File: src/rts_pkg.sv
package rts_pkg;

  // register offsets (word indices, byte address is index times 4; printed offsets kept as indices)
  localparam logic [7:0] RTS_IDX_STATUS = 8'h03;
  localparam logic [7:0] RTS_IDX_POWER_CTRL_REG   = 8'h8e;
  localparam logic [7:0] RTS_IDX_CFG    = 8'h40;
  localparam logic [7:0] RTS_IDX_STATE  = 8'h41;
  localparam logic [7:0] RTS_IDX_PC     = 8'h42;
  localparam logic [7:0] RTS_IDX_PIR    = 8'h43;
  localparam logic [7:0] RTS_IDX_OPT    = 8'h44;

  // status register bits
  localparam int RTS_ST_TO = 4;
  localparam int RTS_ST_PD = 3;
  // power control bits
  localparam int RTS_PC_OSC_SPEED_SEL = 3;
  localparam int RTS_PC_POR  = 1;
  localparam int RTS_PC_BOD  = 0;
  // configuration register bits, and the pir compare flag bit
  localparam int RTS_CF_PWRTOFF = 0;
  localparam int RTS_CF_BROWNOUT_ENABLE   = 1;
  localparam int RTS_CF_MODE_LO = 2;
  localparam int RTS_PIR_CMP    = 6;

  localparam logic [7:0] RTS_STATUS_POR  = 8'h18;
  localparam logic [7:0] RTS_POWER_CTRL_REG_POR    = 8'h08;
  localparam logic [7:0] RTS_POWER_CTRL_REG_MASK   = 8'h0b;
  localparam logic [7:0] RTS_OPTION_RST  = 8'hff;
  localparam logic [7:0] RTS_CFG_RST     = 8'h04;
  localparam logic [12:0] RTS_PC_RESET   = 13'h0000;
  localparam logic [12:0] RTS_PC_VECTOR  = 13'h0004;

  // timing: 72 ms power-up timer, counted on rc clock enable pulses
  localparam int RTS_POWER_UP_TIMER_MS      = 72;
  localparam int RTS_RC_KHZ       = 37;
  localparam int RTS_POWER_UP_TIMER_TICKS   = RTS_POWER_UP_TIMER_MS * RTS_RC_KHZ;
  localparam int RTS_CLK_MHZ      = 125;
  localparam int RTS_RC_DIV       = (RTS_CLK_MHZ * 1000) / RTS_RC_KHZ;
  localparam logic [10:0] RTS_OST_CYCLES = 11'd1024;
  localparam logic [3:0]  RTS_MASTER_CLEAR_N_FILT  = 4'h8;

  typedef enum logic [2:0] {
    RTS_M_LP  = 3'b000,
    RTS_M_XT  = 3'b001,
    RTS_M_HS  = 3'b010,
    RTS_M_EC  = 3'b011,
    RTS_M_RC  = 3'b100,
    RTS_M_ER  = 3'b110
  } rts_mode_t;

  typedef enum logic [2:0] {
    RTS_S_HOLD = 3'b000,
    RTS_S_POWER_UP_TIMER = 3'b001,
    RTS_S_OST  = 3'b010,
    RTS_S_RUN  = 3'b011,
    RTS_S_SLP  = 3'b100
  } rts_state_t;

  typedef struct packed {
    logic        psel;
    logic        penable;
    logic        pwrite;
    logic [11:0] paddr;
    logic [31:0] pwdata;
  } rts_apb_req_t;

  typedef struct packed {
    logic        pready;
    logic        pslverr;
    logic [31:0] prdata;
  } rts_apb_rsp_t;

  typedef struct packed {
    logic por_pulse;
    logic vdd_ok;
    logic wdt_timeout;
    logic sleep_req;
    logic irq_wake;
    logic cmp_wake;
    logic global_irq_en;
  } rts_evt_t;

endpackage

File: src/rts_sequencer.sv
// Local design decision: the APB slave port.
`timescale 1ns/10ps
module rts_sequencer
  import rts_pkg::*;
(
  input  wire logic               clock,
  input  wire logic               resetn,
  input  wire rts_pkg::rts_apb_req_t apb_req,
  output rts_pkg::rts_apb_rsp_t   apb_rsp,
  input  wire rts_pkg::rts_evt_t  evt,
  input  wire logic               master_clear_n,
  input  wire logic               osc_in,
  output logic                    core_reset_n,
  output logic                    core_sleeping,
  output logic [12:0]             core_pc,
  output logic                    pc_load,
  output logic                    osc_speed_sel
);
  import rts_pkg::*;

  //////////////////////////////////////////////////////////////////////////////
  // configuration and software registers
  // cfg_q stands in for the configuration fuses: bit 0 turns the power-up
  // timer off, bit 1 arms brown-out detection, bits 4:2 pick the oscillator.
  // it is reset by resetn only, so a brown-out or watchdog reset keeps the
  // mode that software chose, but the sequence after it skips the oscillator start-up count once the core has run.

  logic [7:0] cfg_q;
  logic [7:0] status_q;
  logic [7:0] power_ctrl_reg_q;
  logic [7:0] pir_q;
  logic [7:0] option_q;
  rts_state_t state_q;
  rts_state_t state_d;

  wire        power_up_timer_off  = cfg_q[RTS_CF_PWRTOFF];
  wire        bod_en    = cfg_q[RTS_CF_BROWNOUT_ENABLE];
  wire [2:0]  mode      = cfg_q[RTS_CF_MODE_LO +: 3];
  wire        xtal_mode = (mode == RTS_M_LP) || (mode == RTS_M_XT) || (mode == RTS_M_HS);

  // the register bus has no wait states; a write lands at the edge that
  // samples the access phase, and unmapped words are refused with pslverr.
  wire        apb_wr   = apb_req.psel && apb_req.penable && apb_req.pwrite;
  wire [9:0]  word_idx = apb_req.paddr[11:2];
  wire        sel_st   = (word_idx == {2'b00, RTS_IDX_STATUS});
  wire        sel_pc   = (word_idx == {2'b00, RTS_IDX_POWER_CTRL_REG});
  wire        sel_cf   = (word_idx == {2'b00, RTS_IDX_CFG});
  wire        sel_sm   = (word_idx == {2'b00, RTS_IDX_STATE});
  wire        sel_pcv  = (word_idx == {2'b00, RTS_IDX_PC});
  wire        sel_pir  = (word_idx == {2'b00, RTS_IDX_PIR});
  wire        sel_opt  = (word_idx == {2'b00, RTS_IDX_OPT});
  wire        sel_any  = sel_st | sel_pc | sel_cf | sel_sm | sel_pcv | sel_pir | sel_opt;

  //////////////////////////////////////////////////////////////////////////////
  // reset cause detection

  logic [3:0] master_clear_n_cnt_q;
  logic       master_clear_n_low_q;

  // brown-out only acts when detection is enabled; falling supply alone never
  // raises the power-on path
  wire bod_evt = bod_en && !evt.vdd_ok;
  wire por_evt = evt.por_pulse;

  // low must persist for the filter length before it counts
  always_ff @(posedge clock) begin
    if (!resetn || master_clear_n) begin
      master_clear_n_cnt_q <= 4'h0;
    end else if (master_clear_n_cnt_q != RTS_MASTER_CLEAR_N_FILT) begin
      master_clear_n_cnt_q <= master_clear_n_cnt_q + 4'h1;
    end
  end
  wire master_clear_n_evt = (master_clear_n_cnt_q == RTS_MASTER_CLEAR_N_FILT);

  always_ff @(posedge clock) begin
    if (!resetn) begin
      master_clear_n_low_q <= 1'b0;
    end else begin
      master_clear_n_low_q <= master_clear_n_evt;
    end
  end
  wire master_clear_n_start = master_clear_n_evt && !master_clear_n_low_q;
  // master_clear_n_start is a one-cycle strobe at the filtered fall of the pin; it
  // applies the register reset once, while the release stays held off by
  // master_clear_n_evt for as long as the pin is low.

  //////////////////////////////////////////////////////////////////////////////
  // rc clock enable and timers

  logic [15:0] rc_div_q;
  logic [17:0] power_up_timer_cnt_q;
  logic [10:0] ost_cnt_q;
  logic [1:0]  osc_hist_q;

  // the slow rc clock is a one-cycle enable from a divider of the system
  // clock; the 72 ms count is therefore exact in system cycles, where the
  // real rc oscillator would drift with supply and temperature.
  wire rc_tick = (rc_div_q == 16'(RTS_RC_DIV - 1));
  always_ff @(posedge clock) begin
    if (!resetn || rc_tick) begin
      rc_div_q <= 16'h0000;
    end else begin
      rc_div_q <= rc_div_q + 16'h0001;
    end
  end

  // osc_in is taken as synchronous; count its rising edges
  always_ff @(posedge clock) begin
    if (!resetn) begin
      osc_hist_q <= 2'b00;
    end else begin
      osc_hist_q <= {osc_hist_q[0], osc_in};
    end
  end
  wire osc_rise = osc_hist_q[0] && !osc_hist_q[1];
  // osc_in must stay below half the system clock rate, or rises are lost
  // and the start-up count stretches.

  wire power_up_timer_done = (power_up_timer_cnt_q == 18'(RTS_POWER_UP_TIMER_TICKS));
  wire ost_done  = (ost_cnt_q == RTS_OST_CYCLES);

  // a supply dip clears the power-up count at once, so the full delay runs
  // again after the supply has recovered.

  always_ff @(posedge clock) begin
    if (!resetn || state_q != RTS_S_POWER_UP_TIMER || !evt.vdd_ok) begin
      power_up_timer_cnt_q <= 18'h00000;
    end else if (rc_tick && !power_up_timer_done) begin
      power_up_timer_cnt_q <= power_up_timer_cnt_q + 18'h00001;
    end
  end

  always_ff @(posedge clock) begin
    if (!resetn || state_q != RTS_S_OST) begin
      ost_cnt_q <= 11'h000;
    end else if (osc_rise && !ost_done) begin
      ost_cnt_q <= ost_cnt_q + 11'h001;
    end
  end

  //////////////////////////////////////////////////////////////////////////////
  // sequence state machine

  logic pwr_cycle_q;   // current sequence came from power-on
  logic wake_q;        // start-up timer run belongs to a wake-up

  // watchdog and interrupt only wake the core while it sleeps; a watchdog
  // timeout in normal running is a full reset instead.

  wire wdt_wake  = (state_q == RTS_S_SLP) && evt.wdt_timeout;
  wire irq_wake  = (state_q == RTS_S_SLP) && evt.irq_wake;
  wire any_wake  = wdt_wake || irq_wake;
  wire wdt_reset = (state_q == RTS_S_RUN) && evt.wdt_timeout;
  wire ost_after_power_up_timer = xtal_mode && pwr_cycle_q;

  always_comb begin
    state_d = state_q;
    case (state_q)
      RTS_S_HOLD: begin
        // wait for the supply, then pick the first timer
        if (evt.vdd_ok) begin
          if (!power_up_timer_off) begin
            state_d = RTS_S_POWER_UP_TIMER;
          end else if (ost_after_power_up_timer) begin
            state_d = RTS_S_OST;
          end else begin
            state_d = RTS_S_RUN;
          end
        end
      end
      RTS_S_POWER_UP_TIMER: begin
        if (power_up_timer_done) begin
          state_d = ost_after_power_up_timer ? RTS_S_OST : RTS_S_RUN;
        end
      end
      RTS_S_OST: begin
        if (ost_done) begin
          state_d = RTS_S_RUN;
        end
      end
      RTS_S_RUN: begin
        if (wdt_reset) begin
          state_d = RTS_S_HOLD;
        end else if (evt.sleep_req) begin
          state_d = RTS_S_SLP;
        end
      end
      RTS_S_SLP: begin
        if (any_wake) begin
          state_d = xtal_mode ? RTS_S_OST : RTS_S_RUN;
        end
      end
      default: state_d = RTS_S_HOLD;
    endcase
    // power-on and brown-out always restart from the supply wait
    if (por_evt || bod_evt) begin
      state_d = RTS_S_HOLD;
    end
  end

  always_ff @(posedge clock) begin
    if (!resetn) begin
      state_q     <= RTS_S_HOLD;
      pwr_cycle_q <= 1'b1;
      wake_q      <= 1'b0;
    end else begin
      state_q     <= state_d;
      if (por_evt) begin
        pwr_cycle_q <= 1'b1;
      end else if (state_q == RTS_S_RUN) begin
        pwr_cycle_q <= 1'b0;
      end
      wake_q      <= any_wake ? 1'b1 : (state_q == RTS_S_RUN ? 1'b0 : wake_q);
    end
  end

  // timers ignore the pin; the pin only gates final release
  // registered so release lines up with a system clock edge
  always_ff @(posedge clock) begin
    if (!resetn) begin
      core_reset_n <= 1'b0;
    end else begin
      core_reset_n <= (state_d == RTS_S_RUN || state_d == RTS_S_SLP) && !master_clear_n_evt;
    end
  end
  assign core_sleeping = (state_q == RTS_S_SLP);
  // core_sleeping follows the state register, so it drops at the same edge
  // as the wake-up is taken and the start-up count begins.

  //////////////////////////////////////////////////////////////////////////////
  // register updates on reset events
  // priority: power-on first, then the other full resets, then wake-ups,
  // and only then software writes, so a reset event in the same cycle as a
  // write to any register but cfg_q always wins.

  wire full_reset = por_evt || bod_evt || wdt_reset || master_clear_n_start;
  wire st_wr   = apb_wr && sel_st;
  wire power_ctrl_reg_wr = apb_wr && sel_pc;

  always_ff @(posedge clock) begin
    if (!resetn) begin
      status_q <= RTS_STATUS_POR;
      power_ctrl_reg_q   <= RTS_POWER_CTRL_REG_POR;
      option_q <= RTS_OPTION_RST;
      pir_q    <= 8'h00;
      cfg_q    <= RTS_CFG_RST;
    end else begin
      if (apb_wr && sel_cf) begin
        cfg_q <= apb_req.pwdata[7:0];
      end
      if (apb_wr && sel_opt) begin
        option_q <= apb_req.pwdata[7:0];
      end
      if (por_evt) begin
        status_q <= RTS_STATUS_POR;
        power_ctrl_reg_q   <= RTS_POWER_CTRL_REG_POR;
        option_q <= RTS_OPTION_RST;
        pir_q    <= 8'h00;
      end else if (full_reset) begin
        status_q[7:5] <= 3'b000;
        if (wdt_reset) begin
          status_q[RTS_ST_TO] <= 1'b0;
        end else if (master_clear_n_start && state_q == RTS_S_SLP) begin
          status_q[RTS_ST_TO] <= 1'b1;
          status_q[RTS_ST_PD] <= 1'b0;
        end
        // brown-out flag only meaningful while detection enabled
        power_ctrl_reg_q[RTS_PC_BOD]  <= bod_evt ? 1'b0 : power_ctrl_reg_q[RTS_PC_BOD];
        power_ctrl_reg_q[RTS_PC_OSC_SPEED_SEL] <= 1'b1;
        option_q <= RTS_OPTION_RST;
        pir_q    <= 8'h00;
      end else if (any_wake) begin
        status_q[RTS_ST_TO] <= !wdt_wake;
        status_q[RTS_ST_PD] <= 1'b0;
        if (evt.cmp_wake) begin
          pir_q[RTS_PIR_CMP] <= 1'b1;
        end
      end else begin
        if (st_wr) begin
          status_q <= {apb_req.pwdata[7:5], status_q[4:3], apb_req.pwdata[2:0]};
        end
        if (power_ctrl_reg_wr) begin
          power_ctrl_reg_q <= apb_req.pwdata[7:0] & RTS_POWER_CTRL_REG_MASK;
        end
        if (apb_wr && sel_pir) begin
          pir_q <= apb_req.pwdata[7:0];
        end
        if (evt.sleep_req && state_q == RTS_S_RUN) begin
          status_q[RTS_ST_PD] <= 1'b0;
          status_q[RTS_ST_TO] <= 1'b1;
        end
      end
    end
  end

  // in crystal modes the speed bit still reads back but has no effect
  assign osc_speed_sel = power_ctrl_reg_q[RTS_PC_OSC_SPEED_SEL] && !xtal_mode;

  //////////////////////////////////////////////////////////////////////////////
  // program counter load
  // the block only forces the pc on a full reset or, in crystal modes, an interrupt vector;
  // on a plain wake-up the core goes on at its own pc+1 and pc_load stays low.

  logic [12:0] pc_q;
  logic        pc_load_q;
  logic        vec_pend_q;
  wire         wake_release = wake_q && (state_d == RTS_S_RUN) && (state_q != RTS_S_RUN);

  always_ff @(posedge clock) begin
    if (!resetn) begin
      pc_q       <= RTS_PC_RESET;
      pc_load_q  <= 1'b0;
      vec_pend_q <= 1'b0;
    end else if (full_reset) begin
      pc_q       <= RTS_PC_RESET;
      pc_load_q  <= 1'b1;
      vec_pend_q <= 1'b0;
    end else if (irq_wake) begin
      vec_pend_q <= evt.global_irq_en;
      pc_load_q  <= 1'b0;
    end else if (wake_release && vec_pend_q) begin
      // pc+1 is the core's own next fetch; vector follows it
      pc_q       <= RTS_PC_VECTOR;
      pc_load_q  <= 1'b1;
      vec_pend_q <= 1'b0;
    end else begin
      pc_load_q  <= 1'b0;
    end
  end
  assign core_pc = pc_q;
  assign pc_load = pc_load_q;

  //////////////////////////////////////////////////////////////////////////////
  // apb read side; single-cycle access, unmapped reads zero with pslverr

  wire [7:0] rd_byte = sel_st  ? status_q :
                       sel_pc  ? power_ctrl_reg_q :
                       sel_cf  ? cfg_q :
                       sel_sm  ? {5'h00, state_q} :
                       sel_pir ? pir_q :
                       sel_opt ? option_q : 8'h00;
  wire [31:0] rd_word = sel_pcv ? {19'h00000, pc_q} : {24'h000000, rd_byte};

  // prdata is zero outside a read so the bus never shows stale contents
  assign apb_rsp.pready  = 1'b1;
  assign apb_rsp.pslverr = apb_req.psel && apb_req.penable && !sel_any;
  assign apb_rsp.prdata  = (apb_req.psel && !apb_req.pwrite) ? rd_word : 32'h00000000;


endmodule

File: config.mk
export PLATFORM = sky130hd
export DESIGN_NAME = rts_sequencer
export DESIGN_NICKNAME = d
export VERILOG_FILES = /design/src/rts_pkg.sv /design/src/rts_sequencer.sv
export SDC_FILE = /design/constraint.sdc
export NUM_CORES = 1
export LEC_CHECK = 0
export BUFFER_PORTS_ARGS = -buffer_cell sky130_fd_sc_hd__buf_2
export CAP_MARGIN = 20
export CORE_ASPECT_RATIO = 0.9
export CORE_UTILIZATION = 50
export DETAILED_ROUTE_END_ITERATION = 16
export PLACE_DENSITY_LB_ADDON = 0.05
export SYNTH_ARGS = -nofsm -noshare
export SYNTH_HDL_FRONTEND = slang
export SYNTH_SLANG_ARGS = --single-unit
File: constraint.sdc
create_clock -name clock -period 2.1 [get_ports clock]
set_input_delay 0.105 -clock clock [delete_from_list [all_inputs] [get_ports clock]]
set_output_delay 0.105 -clock clock [all_outputs]
set_load 0.05 [all_outputs]
# Word level (Yosys, flattened, before mapping)
# Cells that the tools add are included.
# op_classes
n_addsub	4
mux	39
reduce_logical	68
bitwise	10
eq_ne	29
# op_table
operator	count
$mux 8	8
$eq 10x7->1 const B	5
$logic_and 1x1->1	25
$mux 3	7
$add 18x1->18 const B	1
$eq 18x12->1 const B	1
$mux 1	17
$add 16x1->16 const B	1
$eq 16x12->1 const B	1
$pmux 3 s5	1
$eq 3x2->1 const B	4
$logic_or 1x1->1	12
$reduce_and 2->1	6
$reduce_and 3->1	4
$add 11x1->11 const B	1
$eq 11x11->1 const B	1
$logic_not 1->1	11
$eq 10x2->1 const B	1
$eq 10x8->1 const B	1
$mux 2	5
$ne 3x2->1 const B	3
$reduce_bool 2->1	4
$mux 7	1
$eq 3x1->1 const B	2
other kinds (13)	27
# totals
register_bits	96
elab_cells	174
output_inout_bits	51
in_bits	58

# Logic depth before layout (Yosys ltp)
# depth
word_depth	16
mapped_depth	9
mapped_depth_nobuf	8

# Worst setup path before layout
# No wires, ideal clock.
# synth_timing
kind	input port to output port
from	in apb_req[43] (netlist bit)
to	out apb_rsp[0] (netlist bit)
stages	5
t_required_ps	1995
slack_ps	-441
n_path_buf	0
arrival_ps	2436
cell_sequence	nor4_4 -> nand3_2 -> nor4b_4 -> a221oi_1 -> nor3_1
# synth_rtl
item	line_no	source
start: declaration	rts_sequencer.sv:8	input wire rts_pkg::rts_apb_req_t apb_req,
end: declaration	rts_sequencer.sv:9	output rts_pkg::rts_apb_rsp_t apb_rsp,

# Worst setup path after layout
# layout_timing
from	reg ost_cnt_q[2]
to	reg pc_load_q (netlist: pc_load)
# layout_via
elab_chain_cells	11
# layout_lines
item	line_no	source
start: declaration	rts_sequencer.sv:92	logic [10:0] ost_cnt_q;
start signal: assignment	rts_sequencer.sv:137	ost_cnt_q <= ost_cnt_q + 11'h001;
$eq 11x11->1	rts_sequencer.sv:120	wire ost_done = (ost_cnt_q == RTS_OST_CYCLES);
$mux 3	rts_sequencer.sv:177	if (ost_done) begin
$pmux 3 s5	rts_sequencer.sv:158	case (state_q)
$mux 3	rts_sequencer.sv:196	if (por_evt || bod_evt) begin
$eq 3x2->1	rts_sequencer.sv:307	wire wake_release = wake_q && (state_d == RTS_S_RUN) && (state_q != RTS_S_RUN);
$logic_and 1x1->1 (2 in series)	rts_sequencer.sv:307	
$logic_and 1x1->1	rts_sequencer.sv:321	end else if (wake_release && vec_pend_q) begin
$mux 1	rts_sequencer.sv:321	
$mux 1	rts_sequencer.sv:318	end else if (irq_wake) begin
$mux 1	rts_sequencer.sv:314	end else if (full_reset) begin
end signal: assignment	rts_sequencer.sv:316	pc_load_q <= 1'b1;
end signal: assignment	rts_sequencer.sv:320	pc_load_q <= 1'b0;
end signal: assignment	rts_sequencer.sv:324	pc_load_q <= 1'b1;
end: declaration	rts_sequencer.sv:305	logic pc_load_q;
# Every way passes these cells.
# A chain may end at the register's enable or synchronous reset.

==> report_table.html <==
<table>
<tr><th>Metric</th><th>Value</th></tr>
<tr><th colspan="2">Hold path</th></tr>
<tr><td>Hold wc startpoint</td><td>apb_req[5]</td></tr>
<tr><td>Classification of the worst-slack hold path</td><td>input port to register</td></tr>
<tr><td>Number of cells on the worst hold path</td><td>3</td></tr>
<tr><td>Hold endpoint</td><td>option_q[5]$_SDFFE_PP1P_</td></tr>
<tr><th colspan="2">Route</th></tr>
<tr><td>Post-route DRC</td><td>0</td></tr>
<tr><td>Routed wire length</td><td>11300 um</td></tr>
<tr><td>Post-detailed-route via-to-cell ratio</td><td>5.22</td></tr>
<tr><td>Violation count after the first detailed-routing iteration</td><td>194</td></tr>
<tr><td>WL/cell</td><td>about 14 um</td></tr>
<tr><td>Via count</td><td>4171</td></tr>
<tr><td>Length of the first detailed-routing pass in iterations</td><td>4</td></tr>
<tr><td>Post-route antenna net violation count</td><td>0</td></tr>
<tr><th colspan="2">Setup path</th></tr>
<tr><td>Register-to-register setup slack</td><td>-0.0003 ns</td></tr>
<tr><td>Maximum fanout along the worst path</td><td>4</td></tr>
<tr><td>Origin of the critical flop-to-flop path</td><td>ost_cnt_q[2]$_SDFFE_PP0P_</td></tr>
<tr><td>Element type at the critical path end</td><td>register</td></tr>
<tr><td>Number of cells on the worst reg-to-reg path</td><td>6</td></tr>
<tr><td>Critical-path top delay cell</td><td>sky130_fd_sc_hd__or4_4</td></tr>
<tr><td>Worst path cell trace</td><td>or4_4 &gt; nor4_4 &gt; o21ai_1 &gt; and3_4 &gt; or4_4 &gt; a21oi_2</td></tr>
<tr><td>Cell occurring most often along the worst timing path</td><td>sky130_fd_sc_hd__or4_4</td></tr>
<tr><td>Arrival time worst endpoint</td><td>2.38 ns</td></tr>
<tr><td>Data required, critical path</td><td>2.38 ns</td></tr>
<tr><td>End of the worst register-to-register path</td><td>pc_load$_SDFF_PN0_</td></tr>
<tr><td>Startpoint-to-endpoint class of the critical path</td><td>register to register</td></tr>
<tr><td>Startpoint Class</td><td>register</td></tr>
<tr><td>Delay of the slowest cell on the worst path</td><td>0.55 ns</td></tr>
<tr><th colspan="2">Global route</th></tr>
<tr><td>Antenna violations before repair</td><td>0</td></tr>
<tr><td>Global-route wire length before repair</td><td>18200 um</td></tr>
<tr><td>Total overflow reported by the global router</td><td>0</td></tr>
<tr><td>Total routing usage reported by global routing</td><td>0.218</td></tr>
<tr><td>Pin count of the biggest net entering global routing</td><td>19</td></tr>
<tr><td>Number of global-route vias before repair</td><td>3841</td></tr>
<tr><th colspan="2">Clocking</th></tr>
<tr><td>Buffers from clock root to sink, at most</td><td>2</td></tr>
<tr><td>Clock transition at the registers of the reported paths</td><td>0.07 ns</td></tr>
<tr><td>TritonCTS Buffers</td><td>9</td></tr>
<tr><td>Clock sink count</td><td>96</td></tr>
<tr><td>TritonCTS clock tree</td><td>yes</td></tr>
<tr><td>Clock H-tree levels</td><td>3</td></tr>
<tr><td>Clock root buffer</td><td>sky130_fd_sc_hd__clkbuf_16</td></tr>
<tr><td>Clock insertion delay at the later pin of the skew report</td><td>about 0.34 ns</td></tr>
<tr><th colspan="2">Run</th></tr>
<tr><td>Max-cap check violation count</td><td>0</td></tr>
<tr><th colspan="2">Finish</th></tr>
<tr><td>Summed area of non-filler cells in the final layout</td><td>0.00610 mm2</td></tr>
<tr><td>Number of antenna cells inserted</td><td>0</td></tr>
<tr><td>Area growth from synthesis to final layout</td><td>19.9%</td></tr>
<tr><td>Ratio of cells with drive above 1 in the final layout</td><td>0.251</td></tr>
<tr><td>Register area</td><td>0.00193 mm2</td></tr>
<tr><td>Final standard cell utilization of the core</td><td>0.624</td></tr>
<tr><td>Combined area of the multi-input logic cells</td><td>0.00301 mm2</td></tr>
<tr><td>Number of nets at the end of the flow</td><td>734</td></tr>
<tr><td>Layout filler cell count</td><td>889</td></tr>
<tr><th colspan="2">Yosys</th></tr>
<tr><td>Main flop type after synthesis</td><td>sky130_fd_sc_hd__dfxtp_1</td></tr>
<tr><td>Synth warnings</td><td>0</td></tr>
<tr><td>Avg Cell Area, Syn</td><td>8.79 um2</td></tr>
<tr><td>Netlist area before placement</td><td>0.00509 mm2</td></tr>
<tr><td>FF+latch count, synth</td><td>96</td></tr>
<tr><td>Sequential area share after synthesis</td><td>0.378</td></tr>
<tr><td>Number of enable flip-flop cells after synthesis</td><td>0</td></tr>
<tr><td>Async S/R FF share, synth</td><td>0</td></tr>
<tr><td>Distinct cell type count after synthesis</td><td>75</td></tr>
<tr><td>Gate Count Post-Synth</td><td>579</td></tr>
<tr><th colspan="2">Timing</th></tr>
<tr><td>Setup ws final</td><td>-0.000335 ns</td></tr>
<tr><td>Post-route fraction of the period consumed by the critical path</td><td>1.00</td></tr>
<tr><td>Clock period minus worst slack</td><td>roughly 2.1 ns</td></tr>
<tr><td>Count of endpoints failing setup in the final report</td><td>1</td></tr>
<tr><td>Max Transition Viols Final</td><td>0</td></tr>
<tr><td>Worst slack on hold paths</td><td>0.0411 ns</td></tr>
<tr><td>RSZ-0062 raised after global routing</td><td>true</td></tr>
<tr><td>Slew at the pin closest to its max-slew limit</td><td>0.536 ns</td></tr>
<tr><td>Max Clock Skew</td><td>0.00621 ns</td></tr>
<tr><td>Slew headroom</td><td>0.642</td></tr>
<tr><td>Final hold violation count</td><td>0</td></tr>
<tr><td>Setup TNS</td><td>-0.000335 ns</td></tr>
<tr><td>Peak clock frequency supported by timing</td><td>476 MHz</td></tr>
<tr><th colspan="2">Placement</th></tr>
<tr><td>HPWL reported at the end of detailed placement</td><td>between 8000 and 9000 um</td></tr>
<tr><td>Global placer's final weighted congestion</td><td>0.831</td></tr>
<tr><td>Total placed instance area</td><td>0.00565 mm2</td></tr>
<tr><td>Post-placement worst setup slack</td><td>-0.0103 ns</td></tr>
<tr><td>Count of buffers from port buffering</td><td>45</td></tr>
<tr><th colspan="2">Floorplan</th></tr>
<tr><td>Row count</td><td>34</td></tr>
<tr><td>Die width</td><td>108 um</td></tr>
<tr><td>Core Box Area</td><td>0.00978 mm2</td></tr>
<tr><td>Starting density of the core</td><td>0.520</td></tr>
<tr><td>Height of the die</td><td>just under 100 um</td></tr>
<tr><td>Top Ports</td><td>109</td></tr>
<tr><td>Die Area</td><td>0.0106 mm2</td></tr>
<tr><th colspan="2">Status</th></tr>
<tr><td>Outcome</td><td>complete, but fails checks</td></tr>
<tr><td>Failing checks</td><td>setup timing</td></tr>
<tr><th colspan="2">Pwr</th></tr>
<tr><td>Total leakage power</td><td>0.00239 uW</td></tr>
<tr><td>Worst vdd rail ir drop</td><td>0.587 mV</td></tr>
<tr><td>Power per unit of standard cell area</td><td>639 mW/mm2</td></tr>
</table>
## flip-flops by register name, indices dropped and copies added (netlist names)
register and flops:
ost_cnt_q 11, rc_div_q 16, core_pc 1, state_q 3
vec_pend_q 1, cfg_q 8, pir_q 8, master_clear_n_cnt_q 4
power_up_timer_cnt_q 18, master_clear_n_low_q 1, power_ctrl_reg_q 3, wake_q 1
status_q 8, pc_load 1, option_q 8, osc_hist_q 2
pwr_cycle_q 1, core_reset_n 1
## Yosys cell counts, types with 3 or more instances
| cell | instances | area share |
|---|---|---|
| sky130_fd_sc_hd__a21o_1 | 3 | 0.0044 |
| sky130_fd_sc_hd__a21oi_1 | 26 | 0.026 |
| sky130_fd_sc_hd__a21oi_2 | 3 | 0.0052 |
| sky130_fd_sc_hd__a22oi_1 | 8 | 0.012 |
| sky130_fd_sc_hd__and2_1 | 4 | 0.0049 |
| sky130_fd_sc_hd__and3_1 | 8 | 0.0098 |
| sky130_fd_sc_hd__and4b_1 | 3 | 0.0059 |
| sky130_fd_sc_hd__buf_2 | 5 | 0.0049 |
| sky130_fd_sc_hd__buf_4 | 38 | 0.056 |
| sky130_fd_sc_hd__clkbuf_1 | 10 | 0.0074 |
| sky130_fd_sc_hd__dfxtp_1 | 96 | 0.38 |
| sky130_fd_sc_hd__ha_1 | 8 | 0.020 |
| sky130_fd_sc_hd__inv_1 | 15 | 0.011 |
| sky130_fd_sc_hd__mux2i_1 | 32 | 0.063 |
| sky130_fd_sc_hd__nand2_1 | 49 | 0.036 |
| sky130_fd_sc_hd__nand2b_1 | 8 | 0.0098 |
| sky130_fd_sc_hd__nand3_1 | 19 | 0.019 |
| sky130_fd_sc_hd__nand3b_1 | 4 | 0.0059 |
| sky130_fd_sc_hd__nand4_1 | 10 | 0.012 |
| sky130_fd_sc_hd__nor2_1 | 73 | 0.054 |
| sky130_fd_sc_hd__nor2b_1 | 8 | 0.0098 |
| sky130_fd_sc_hd__nor3_1 | 7 | 0.0069 |
| sky130_fd_sc_hd__nor3b_1 | 5 | 0.0074 |
| sky130_fd_sc_hd__nor4b_1 | 6 | 0.010 |
| sky130_fd_sc_hd__o21ai_0 | 19 | 0.019 |
| sky130_fd_sc_hd__o21ai_1 | 4 | 0.0039 |
| sky130_fd_sc_hd__o22ai_1 | 4 | 0.0049 |
| sky130_fd_sc_hd__or2_2 | 3 | 0.0037 |
| sky130_fd_sc_hd__or3_1 | 10 | 0.012 |
| sky130_fd_sc_hd__xnor2_1 | 14 | 0.024 |
| sky130_fd_sc_hd__xor2_1 | 20 | 0.034 |
## per-stage QoR
step / total power, uW / std cells
after global routing: 4050 / 799
after CTS: 3950 / 797
after detailed placement: 2230 / 778
after floorplan: 2180 / 614
after global placement: 2230 / 778
final: 3900 / 799
## cell type report
cell class / count / share of cell area
multi-input combinational: 448 / 0.493
sequential: 96 / 0.315
timing repair buffer: 97 / 0.105
clock buffer: 10 / 0.0392
tap: 126 / 0.0258
clock inverter: 6 / 0.0123
inverter: 16 / 0.00984
## worst max-delay path, delay by kind of cell (launching register included)
kind / cells / cell delay, ns
flops: 1 / 0.32
compound gates: 2 / 0.24
simple gates: 4 / 1.48
## how the worst max path moves through the flow
stage                                         start                 end  cells after the start
after floorplan                         apb_req[43]          apb_rsp[0]                      5
after global placement    ost_cnt_q[2]$_SDFFE_PP0P_  pc_load$_SDFF_PN0_                      6
after detailed placement  ost_cnt_q[2]$_SDFFE_PP0P_  pc_load$_SDFF_PN0_                      6
after CTS                 ost_cnt_q[8]$_SDFFE_PP0P_  pc_load$_SDFF_PN0_                      6
after global routing      ost_cnt_q[2]$_SDFFE_PP0P_  pc_load$_SDFF_PN0_                      6
final                     ost_cnt_q[2]$_SDFFE_PP0P_  pc_load$_SDFF_PN0_                      6
## logic make-up after synthesis
group,after synthesis,share of synthesized area
flip-flops,96,0.378
XOR/XNOR,34,0.0585
buffers and inverters,70,0.0824
multiplexers,34,0.0674
other,2,0.00148
AND/OR/NAND/NOR,248,0.280
adder cells (fa/ha/maj),8,0.0197
AO/OA/AOI/OAI,87,0.113
## where the power goes
part | internal, uW | leakage [uW] | total, uW | switching [uW]
logic | 87.8 | 0.00146 | 364 | 276
clock network | 974 | 0.000152 | 1700 | 723
registers | 1830 | 0.000777 | 1840 | 6.74
total | 2890 | 0.00239 | 3900 | 1010
## routing by layer
layer,track usage,vias to the layer above,part of all wire,wire [um]
met1,0.293,1930,0.48,5380
li1,-,2131,-,-
met2,0.360,101,0.47,5340
met4,0.0374,0,0.0080,91
met5,0,-,0,0
met3,0.0490,9,0.043,489
## what timing repair did
action	4_1_cts	5_1_grt
hold endpoints to repair	2	0
hold buffers	2	0
pin swaps	7	4
setup endpoints to repair	3	17
setup buffers	1	2
gates resized for setup	5	18
## placed cells by master, fill, tap and decap left out, types with 9 or more instances in the layout
cell and instances:
sky130_fd_sc_hd__nand3_1 19, sky130_fd_sc_hd__o21ai_0 19, sky130_fd_sc_hd__a21oi_1 23, sky130_fd_sc_hd__or3_1 9, sky130_fd_sc_hd__buf_2 43, sky130_fd_sc_hd__conb_1 37, sky130_fd_sc_hd__inv_1 15, sky130_fd_sc_hd__clkbuf_16 9
sky130_fd_sc_hd__dfxtp_1 93, sky130_fd_sc_hd__xor2_1 20, sky130_fd_sc_hd__mux2i_1 32, sky130_fd_sc_hd__nand2_1 49, sky130_fd_sc_hd__nor2_1 71, sky130_fd_sc_hd__nand4_1 10, sky130_fd_sc_hd__xnor2_1 14, sky130_fd_sc_hd__buf_4 51
(Power assumes the default switching activity.)
